===== config.mk =====
export PLATFORM = sky130hd
export DESIGN_NAME = hcr_register_bank
export DESIGN_NICKNAME = d
export VERILOG_FILES = /design/src/verilog/hcr_pkg.sv /design/src/verilog/hcr_register_bank.sv
export VERILOG_INCLUDE_DIRS = /design/src /design/src/verilog
export SDC_FILE = /design/constraint.sdc
export NUM_CORES = 1
export LEC_CHECK = 0
export ABC_AREA = 1
export BUFFER_PORTS_ARGS = -buffer_cell sky130_fd_sc_hd__buf_4
export CAP_MARGIN = 20
export CORE_MARGIN = 8
export CORE_UTILIZATION = 52
export CTS_CLUSTER_DIAMETER = 120
export DETAILED_ROUTE_END_ITERATION = 10
export GPL_TIMING_DRIVEN = 0
export PLACE_DENSITY = 0.78
export SLEW_MARGIN = 20
export SYNTH_ARGS = -nofsm -noshare
export SYNTH_HDL_FRONTEND = slang
export SYNTH_SLANG_ARGS = --single-unit

===== constraint.sdc =====
create_clock -name clock -period 6.7 [get_ports clock]
set_input_delay 1.34 -clock clock [delete_from_list [all_inputs] [get_ports clock]]
set_output_delay 1.34 -clock clock [all_outputs]
set_load 0.03 [all_outputs]

===== src/verilog/hcr_defines.svh =====
// Offsets, reset values and timing constants of the custody register bank
`ifndef HCR_DEFINES_SVH
`define HCR_DEFINES_SVH
// ****************************************
// Register offsets
// ****************************************
`define HCR_ADDR_BUTTON_LEVEL 16'h4f00
`define HCR_ADDR_DIN1_LEVEL 16'h4f02
`define HCR_ADDR_DIN2_LEVEL 16'h4f04
`define HCR_ADDR_HW_TALLY 16'h4f06
`define HCR_ADDR_RANGE_TALLY 16'h4f08
`define HCR_ADDR_ZEROING_TALLY 16'h4f0a
`define HCR_ADDR_LOCK_TALLY 16'h4f0c
`define HCR_ADDR_SNAPSHOT 16'h4f0e
`define HCR_ADDR_LED_MODE 16'h6f00
`define HCR_ADDR_LED_PATTERN 16'h6f02
`define HCR_ADDR_ZERO_DISABLE 16'h6f04
`define HCR_ADDR_LOCK_POLICY 16'h6f08
`define HCR_ADDR_PW_BLOCK 16'h6f24
// ****************************************
// Reset values and field limits
// ****************************************
`define HCR_RST_LED_MODE 2'h0
`define HCR_RST_LED_PATTERN 3'h0
`define HCR_RST_ZERO_DISABLE 1'h0
`define HCR_RST_LOCK_POLICY 2'h2
`define HCR_RST_PW_BLOCK 1'h0
`define HCR_TALLY_MAX 15'h7fff
`define HCR_FUNC_BATCH_A 8'h07
`define HCR_FUNC_BATCH_B 8'h08
`define HCR_ALARM_A 8'h01
`define HCR_ALARM_B 8'h02
// ****************************************
// Timing
// ****************************************
`define HCR_CLK_HZ 64'd200000000
`define HCR_STARTUP_HOLD_S 64'd100
`define HCR_BLINK_HALF_MS 64'd250
`endif


===== src/verilog/hcr_pkg.sv =====
// Types shared by the custody register bank
package hcr_pkg;
	typedef enum logic [1:0] {
		LED_NORMAL,
		LED_PATTERN,
		LED_BLINK
	} hcr_led_mode_t;

	typedef struct packed {
		logic write;
		logic read;
		logic [15:0] addr;
		logic [31:0] data;
	} hcr_reg_req_t;

	typedef struct packed {
		logic valid;
		logic err;
		logic [31:0] data;
	} hcr_reg_rsp_t;

	typedef struct packed {
		logic hwFault;
		logic rangeFault;
		logic zeroingDone;
	} hcr_event_t;

	typedef struct packed {
		logic [7:0] funcSel;
		logic [7:0] alarmKind;
		logic state;
	} hcr_dout_t;

	typedef struct packed {
		logic zeroAllowed;
		logic totResetAllowed;
		logic paramChangeAllowed;
	} hcr_perm_t;
endpackage


===== src/verilog/hcr_register_bank.sv =====
// Register bank for the human interface and custody transfer functions
// Functional notes
// RULE1 - Mode 0 normal lamps, 1 lamps from pattern, 2 blink all three.
// RULE2 - Pattern bits 0,1,2 drive failure, operational and direction lamps.
// RULE3 - The master writes only 0 to 7 into the pattern register.
// RULE4 - On white displays the pattern drives red, green, blue backlight instead.
// RULE5 - Zero-button disable at 1 ignores presses; 0 lets presses through.
// RULE6 - Under custody lock, policy 0 blocks all, 1 zeroing, 2 reset, 3 both.
// RULE7 - Password block at 1 refuses default and user passwords; the code only clears defaultPassAllowed_ff and has no user-password output.
// RULE8 - Button mirror shows the zero-button level while LED mode is 1.
// RULE9 - Two mirrors show digital input 1 and 2 levels.
// RULE10 - Hardware faults count, except in the first 100 s after power-up.
// RULE11 - All four custody tallies stop and hold at 32767.
// RULE12 - Range tally counts each measurement beyond hardware range limits.
// RULE13 - Zeroing tally counts each zeroing procedure.
// RULE14 - Lock tally counts every switch change; odd while closed.
// RULE15 - Snapshot takes forward mass sum when a batching output changes.
// RULE16 - A later batching transition overwrites the earlier snapshot.
// RULE17 - Snapshot is kept with the mass unit selected at capture.
// RULE18 - Blink mode toggles all lamps together at a fixed period.
`include "hcr_defines.svh"

module hcr_register_bank #(
	parameter int NUM_DOUT = 2,
	parameter bit WHITE_DISPLAY = 1'b0,
	parameter longint unsigned STARTUP_CYCLES = `HCR_STARTUP_HOLD_S * `HCR_CLK_HZ,
	parameter longint unsigned BLINK_CYCLES = (`HCR_BLINK_HALF_MS * `HCR_CLK_HZ) / 64'd1000
) (
	// Clock and reset
	input wire logic clock,
	input wire logic rstn,
	// Register access
	input wire hcr_pkg::hcr_reg_req_t regReq,
	output hcr_pkg::hcr_reg_rsp_t regRsp_ff,
	// Field inputs
	input wire logic zeroButtonIn,
	input wire logic din1In,
	input wire logic din2In,
	input wire logic lockSwitchIn,
	input wire logic [2:0] lampNormal,
	input wire hcr_pkg::hcr_event_t events,
	input wire logic [31:0] forwardMassSum,
	input wire logic [7:0] massUnitSel,
	input wire hcr_pkg::hcr_dout_t [NUM_DOUT-1:0] douts,
	// Lamps and backlight
	output logic [2:0] lamp_ff,
	output logic [2:0] backlight_ff,
	// Policy outputs
	output logic zeroRequest_ff,
	output hcr_pkg::hcr_perm_t perm_ff,
	output logic defaultPassAllowed_ff,
	output logic [7:0] snapshotUnit_ff
);
	import hcr_pkg::*;

	// ****************************************
	// Functions
	// ****************************************
	function automatic logic [14:0] sat_inc(input logic [14:0] v, input logic ev);
		sat_inc = (ev && v != `HCR_TALLY_MAX) ? v + 15'h0001 : v;
	endfunction

	function automatic logic is_batching(input hcr_dout_t d);
		is_batching = (d.funcSel == `HCR_FUNC_BATCH_A || d.funcSel == `HCR_FUNC_BATCH_B) &&
			(d.alarmKind == `HCR_ALARM_A || d.alarmKind == `HCR_ALARM_B);
	endfunction

	// ****************************************
	// Reset synchroniser
	// ****************************************
	logic rstSync1_ff;
	logic rstSync2_ff;
	wire logic rstnInt = rstSync2_ff;

	always_ff @(posedge clock or negedge rstn) begin
		if (!rstn) begin
			rstSync1_ff <= 1'b0;
			rstSync2_ff <= 1'b0;
		end else begin
			rstSync1_ff <= 1'b1;
			rstSync2_ff <= rstSync1_ff;
		end
	end

	// ****************************************
	// Writable registers
	// ****************************************
	logic [1:0] ledMode_ff;
	logic [2:0] pattern_ff;
	logic zeroDisable_ff;
	logic [1:0] policy_ff;
	logic pwBlock_ff;

	wire logic wrMode = regReq.write && regReq.addr == `HCR_ADDR_LED_MODE;
	wire logic wrPattern = regReq.write && regReq.addr == `HCR_ADDR_LED_PATTERN;
	wire logic wrZeroDis = regReq.write && regReq.addr == `HCR_ADDR_ZERO_DISABLE;
	wire logic wrPolicy = regReq.write && regReq.addr == `HCR_ADDR_LOCK_POLICY;
	wire logic wrPwBlock = regReq.write && regReq.addr == `HCR_ADDR_PW_BLOCK;

	always_ff @(posedge clock or negedge rstnInt) begin
		if (!rstnInt) begin
			ledMode_ff <= `HCR_RST_LED_MODE;
			pattern_ff <= `HCR_RST_LED_PATTERN;
			zeroDisable_ff <= `HCR_RST_ZERO_DISABLE;
			policy_ff <= `HCR_RST_LOCK_POLICY;
			pwBlock_ff <= `HCR_RST_PW_BLOCK;
		end else begin
			if (wrMode) ledMode_ff <= regReq.data[1:0]; // RULE1
			if (wrPattern) pattern_ff <= regReq.data[2:0]; // RULE3
			if (wrZeroDis) zeroDisable_ff <= regReq.data[0]; // RULE5
			if (wrPolicy) policy_ff <= regReq.data[1:0]; // RULE6
			if (wrPwBlock) pwBlock_ff <= regReq.data[0]; // RULE7
		end
	end

	// ****************************************
	// Lamp drive and blink timer
	// ****************************************
	localparam logic [31:0] BLINK_LAST = 32'(BLINK_CYCLES - 64'd1);
	logic [31:0] blinkCnt_ff;
	logic blinkPhase_ff;
	wire hcr_led_mode_t ledMode = hcr_led_mode_t'(ledMode_ff);
	wire logic blinkWrap = blinkCnt_ff == BLINK_LAST;
	wire logic [2:0] blinkLamps = {3{blinkPhase_ff}};
	logic [2:0] nxt_lamp;
	logic [2:0] nxt_backlight;

	always_comb begin
		nxt_lamp = lampNormal;
		nxt_backlight = 3'h0;
		case (ledMode)
			LED_PATTERN: begin
				if (WHITE_DISPLAY) nxt_backlight = pattern_ff; // RULE4
				else nxt_lamp = pattern_ff; // RULE2
			end
			LED_BLINK: begin
				nxt_lamp = blinkLamps; // RULE18
				if (WHITE_DISPLAY) nxt_backlight = blinkLamps;
			end
			default: begin
				nxt_lamp = lampNormal; // RULE1
			end
		endcase
	end

	always_ff @(posedge clock or negedge rstnInt) begin
		if (!rstnInt) begin
			blinkCnt_ff <= 32'h0000_0000;
			blinkPhase_ff <= 1'b0;
			lamp_ff <= 3'h0;
			backlight_ff <= 3'h0;
		end else begin
			if (ledMode != LED_BLINK || blinkWrap) blinkCnt_ff <= 32'h0000_0000;
			else blinkCnt_ff <= blinkCnt_ff + 32'h0000_0001;
			if (ledMode != LED_BLINK) blinkPhase_ff <= 1'b0;
			else if (blinkWrap) blinkPhase_ff <= !blinkPhase_ff; // RULE18
			lamp_ff <= nxt_lamp;
			backlight_ff <= nxt_backlight;
		end
	end

	// ****************************************
	// Button, lock policy and passwords
	// ****************************************
	logic buttonPrev_ff;
	logic buttonMirror_ff;
	logic din1_ff;
	logic din2_ff;
	wire logic buttonPress = zeroButtonIn && !buttonPrev_ff;

	always_ff @(posedge clock or negedge rstnInt) begin
		if (!rstnInt) begin
			buttonPrev_ff <= 1'b0;
			zeroRequest_ff <= 1'b0;
			buttonMirror_ff <= 1'b0;
			din1_ff <= 1'b0;
			din2_ff <= 1'b0;
			perm_ff <= '0;
			defaultPassAllowed_ff <= 1'b0;
		end else begin
			buttonPrev_ff <= zeroButtonIn;
			zeroRequest_ff <= buttonPress && !zeroDisable_ff; // RULE5
			buttonMirror_ff <= (ledMode == LED_PATTERN) && zeroButtonIn; // RULE8
			din1_ff <= din1In; // RULE9
			din2_ff <= din2In; // RULE9
			perm_ff.zeroAllowed <= !lockSwitchIn || policy_ff[0]; // RULE6
			perm_ff.totResetAllowed <= !lockSwitchIn || policy_ff[1]; // RULE6
			perm_ff.paramChangeAllowed <= !lockSwitchIn; // RULE6
			defaultPassAllowed_ff <= !pwBlock_ff; // RULE7
		end
	end

	// ****************************************
	// Custody tallies
	// ****************************************
	localparam logic [39:0] STARTUP_LAST = 40'(STARTUP_CYCLES - 64'd1);
	logic [39:0] holdCnt_ff;
	logic startupDone_ff;
	logic lockPrev_ff;
	logic [14:0] hwTally_ff;
	logic [14:0] rangeTally_ff;
	logic [14:0] zeroTally_ff;
	logic [14:0] lockTally_ff;
	wire logic hwCount = events.hwFault && startupDone_ff;
	wire logic lockChange = lockSwitchIn != lockPrev_ff;

	always_ff @(posedge clock or negedge rstnInt) begin
		if (!rstnInt) begin
			holdCnt_ff <= 40'h00_0000_0000;
			startupDone_ff <= 1'b0;
			lockPrev_ff <= 1'b0;
			hwTally_ff <= 15'h0000;
			rangeTally_ff <= 15'h0000;
			zeroTally_ff <= 15'h0000;
			lockTally_ff <= 15'h0000;
		end else begin
			if (!startupDone_ff) holdCnt_ff <= holdCnt_ff + 40'h00_0000_0001;
			if (holdCnt_ff == STARTUP_LAST) startupDone_ff <= 1'b1; // RULE10
			lockPrev_ff <= lockSwitchIn;
			hwTally_ff <= sat_inc(hwTally_ff, hwCount); // RULE10 RULE11
			rangeTally_ff <= sat_inc(rangeTally_ff, events.rangeFault); // RULE11 RULE12
			zeroTally_ff <= sat_inc(zeroTally_ff, events.zeroingDone); // RULE11 RULE13
			lockTally_ff <= sat_inc(lockTally_ff, lockChange); // RULE11 RULE14
		end
	end

	// ****************************************
	// Batch-end snapshot
	// ****************************************
	logic [NUM_DOUT-1:0] doutPrev_ff;
	logic [31:0] snapshot_ff;
	logic [NUM_DOUT-1:0] batchEdgeVec;

	always_comb begin
		for (int i = 0; i < NUM_DOUT; i++) begin
			batchEdgeVec[i] = is_batching(douts[i]) && (douts[i].state != doutPrev_ff[i]);
		end
	end

	wire logic batchEdge = |batchEdgeVec;

	always_ff @(posedge clock or negedge rstnInt) begin
		if (!rstnInt) begin
			doutPrev_ff <= '0;
			snapshot_ff <= 32'h0000_0000;
			snapshotUnit_ff <= 8'h00;
		end else begin
			for (int i = 0; i < NUM_DOUT; i++) doutPrev_ff[i] <= douts[i].state;
			if (batchEdge) begin
				snapshot_ff <= forwardMassSum; // RULE15 RULE16
				snapshotUnit_ff <= massUnitSel; // RULE17
			end
		end
	end

	// ****************************************
	// Read-back and answer
	// ****************************************
	logic [31:0] rdMux;
	logic rdHit;
	logic wrHit;

	always_comb begin
		rdHit = 1'b1;
		case (regReq.addr)
			`HCR_ADDR_BUTTON_LEVEL: rdMux = {31'h0, buttonMirror_ff};
			`HCR_ADDR_DIN1_LEVEL: rdMux = {31'h0, din1_ff};
			`HCR_ADDR_DIN2_LEVEL: rdMux = {31'h0, din2_ff};
			`HCR_ADDR_HW_TALLY: rdMux = {17'h0, hwTally_ff};
			`HCR_ADDR_RANGE_TALLY: rdMux = {17'h0, rangeTally_ff};
			`HCR_ADDR_ZEROING_TALLY: rdMux = {17'h0, zeroTally_ff};
			`HCR_ADDR_LOCK_TALLY: rdMux = {17'h0, lockTally_ff};
			`HCR_ADDR_SNAPSHOT: rdMux = snapshot_ff;
			`HCR_ADDR_LED_MODE: rdMux = {30'h0, ledMode_ff};
			`HCR_ADDR_LED_PATTERN: rdMux = {29'h0, pattern_ff};
			`HCR_ADDR_ZERO_DISABLE: rdMux = {31'h0, zeroDisable_ff};
			`HCR_ADDR_LOCK_POLICY: rdMux = {30'h0, policy_ff};
			`HCR_ADDR_PW_BLOCK: rdMux = {31'h0, pwBlock_ff};
			default: begin
				rdMux = 32'h0000_0000;
				rdHit = 1'b0;
			end
		endcase
	end

	assign wrHit = wrMode || wrPattern || wrZeroDis || wrPolicy || wrPwBlock;

	always_ff @(posedge clock or negedge rstnInt) begin
		if (!rstnInt) begin
			regRsp_ff <= '0;
		end else begin
			regRsp_ff.valid <= regReq.read || regReq.write;
			regRsp_ff.err <= (regReq.read && !rdHit) || (regReq.write && !wrHit);
			regRsp_ff.data <= regReq.read ? rdMux : 32'h0000_0000;
		end
	end
endmodule


==> results.md <==
* Commonest non-fill, non-tap cell in the layout: nand2_1
* Main synth FF type: dfrtp_1
* Mean Syn Cell Area at 8.24 sq um
* DP Area at 13500 sq um
* Worst-Skew Late Latency at 0.53 ns
* Final core occ at 0.638
* CP startpoint kind: input pin
* Netlist Area Pre-Place at 11800 sq um
* Least-Margin Pin Slew at 0.528 ns
* Logic pwr share at 0.079
* Resized Gates After CTS at 0
* Initial core utilization at 0.525
* Core Area at 22500 sq um
* Dpl ws at 3.72 ns
* Nets@finish at 1770
* Synth Register Bits at 234
* Max Clock Freq at 0.405 GHz
* Layout cell share with drive strength beyond 1 at 0.178
* CTS tree: done
* Largest net degree at the start of global routing at 53
* Total GRT Usage at 0.216
* Setup ws final at 4.23 ns
* RSZ-0062 raised after global routing: false
* Mapped Cells at 1434
* Via density at 5.15
* Sw Pwr at 0.000789 W
* WL per Instance at 15.3 microns
* Power per cell area at 228 nW/um^2
* CP required at 7.16 ns
* Leakage at 7.07 nW
* Post-synth top area share at 0.493
* Port Buffers at 156
* Via count at 9954
* Period minus WS final at 2.47 ns
* First-pass GRT wire length at 50.3 mm
* CTS max path bufs at 3
* Die area at 27800 sq um
* Final setup viols at 0
* Antenna-violating nets left at 0
* Setup CP Type: in -> reg
* CTS Root Cell: clkbuf_16
* Initial antenna violation count at 1
* Seq/Total Area, Yosys at 0.496
* Area leader, netlist: dfrtp_1
* Most frequent cells in the layout: nand2_1, dfrtp_1, nor2_1
* Total clock buffers created by CTS at 27
* Remaining DRCs at 0
* Final Hold Viols at 0
* Number of global-route vias before repair at 10400
* Reg clk slew, reported paths at 0.06 ns
* Postcts setup bufs at 0
* Async SR Flop Fraction at 1.00
* Grt total ovfl at 0
* Yosys warning total at 0
* DRT Wirelength at 29.5 mm
* Status: completed
* Fin area at 14400 sq um
* Max-cap check violation count at 0
* Synth top area cells: dfrtp_1, nand2_1, xor2_1
* CP endpoint kind: register
* Max-slew violation count at 0
* Fill cells at 1893
* Die H at 167 microns
* Area delta synth->final at 21.4%
* FP Rows at 55
* Worst-path fanout max at 10
* Cts hold-fix bufs at 0
* Post-synth EDFFs at 0
* CTS H-Tree Depth at 1
* Chip width at 167 microns
* Synth cell types at 38
* Initial DRT Pass Iterations at 6
* Hold/Removal Path Class: reg -> async
* GP Congestion at 0.950
* Crit share post-route at 0.368
* Iter 0 DRT Violations at 695
* Worst vdd ir at 0.192 mV
* Detail Placement HPWL at 22.6 mm
* Final setup skew at 0.00835 ns
* Final TNS setup at 0 ns
* Clk network pwr share at 0.438
* Sw Ratio at 0.242
* Final Hold Slack at 0.248 ns
* Int Pwr at 0.00248 W
* Slew margin rel. at 0.646
* Arrival @ worst endpoint at 2.93 ns
* Reg power frac at 0.483
* CTS sink count at 234
* Top Ports at 189
## sequential cells by signal (all words and copies together), names as in the netlist, 2 cells and up
register,cells
pattern_ff,3
ledMode,2
snapshot_ff,32
hwTally_ff,15
snapshotUnit_ff,8
doutPrev_ff,2
zeroTally_ff,15
blinkCnt_ff,32
holdCnt_ff,40
perm_ff,3
rangeTally_ff,15
lamp_ff,3
policy_ff,2
regRsp_ff,34
lockTally_ff,15
## metal layers
metal | vias up | GRT usage | part of all wire
li1 | 4927 | - | -
met1 | 4696 | 0.270 | 0.42
met2 | 262 | 0.368 | 0.48
met3 | 69 | 0.0421 | 0.055
met4 | 0 | 0.0819 | 0.038
met5 | - | 0 | 0
## cells by family (layout without fill, tap and decap cells)
family | count (synthesis) | count (layout) | share of synthesized area
AOI/OAI and AO/OA | 53 | 53 | 0.0258
xor gates and xnor gates | 115 | 115 | 0.0852
adders and majority gates | 8 | 8 | 0.00847
buffers and inverters | 183 | 392 | 0.0652
DFF | 234 | 234 | 0.496
muxes | 2 | 2 | 0.00191
other | 2 | 5 | 0.000636
and+or+nand+nor | 837 | 837 | 0.317
## worst max-delay path, cell delays in order
cell and delay [ns]:
buf_4 0.11, inv_1 0.07, nand2_1 0.06, nor2_1 0.10, nand2_1 0.15, nor2_4 0.17, buf_6 0.16, nand2_1 0.20
o211ai_1 0.37, nor2_1 0.09, nor2_2 0.10
## power groups by stage
stage	sequential, W	combinational, W	clock (W)
finish	0.00158	0.000257	0.00143
global placement	0.00162	0.000212	0
global route	0.00159	0.000292	0.00152
detailed placement	0.00160	0.000258	0
CTS	0.00157	0.000260	0.00146
floorplan	0.00159	0.000135	0
## area by class of cell
type | count | area (sq um) | area share
flip-flops and latches | 234 | 5860 | 0.408
multi-input cells | 1019 | 5200 | 0.362
repair buffers | 161 | 1290 | 0.0902
clock buffers | 41 | 778 | 0.0542
inverters | 150 | 563 | 0.0392
well taps | 285 | 357 | 0.0248
plain buffers | 33 | 208 | 0.0145
clock inverters | 7 | 91.3 | 0.00636
diodes | 1 | 2.50 | 0.000174
## worst paths after layout
path,startpoint,endpoint,slack [ns],cells after the start
max,regReq[45],regRsp_ff[4]$_DFF_PN0_,4.23,11
max in group asynchronous,rstSync2_ff$_DFF_PN0_,policy_ff[1]$_DFFE_PN1P_,5.57,2
min reg2reg,rstSync2_ff$_DFF_PN0_,holdCnt_ff[7]$_DFFE_PN0N_,0.25,0
min in group clock,rstSync1_ff$_DFF_PN0_,rstSync2_ff$_DFF_PN0_,0.35,0
max reg2reg,lockTally_ff[0]$_DFFE_PN0P_,lockTally_ff[1]$_DFFE_PN0P_,4.75,7
min,rstSync2_ff$_DFF_PN0_,holdCnt_ff[7]$_DFFE_PN0N_,0.25,0
## per-stage QoR
stage / cells / total power (W)
floorplan: 1436 / 0.00173
CTS: 1930 / 0.00330
detailed placement: 1882 / 0.00186
finish: 1931 / 0.00327
global placement: 1877 / 0.00183
global route: 1931 / 0.00340
## cell usage after synthesis (8+ instances only)
cell type,n
clkbuf_1,8
buf_2,13
nor2_2,38
dfrtp_1,233
xor2_1,84
nand2_1,382
nor2_1,165
inv_1,146
nor3_1,48
xnor2_1,31
o21ai_0,35
o211ai_1,11
nand3_1,117
nor4_1,14
ha_1,8
nand4_1,42
nor2_4,8
No activity file was read; power rests on OpenSTA's default activity.
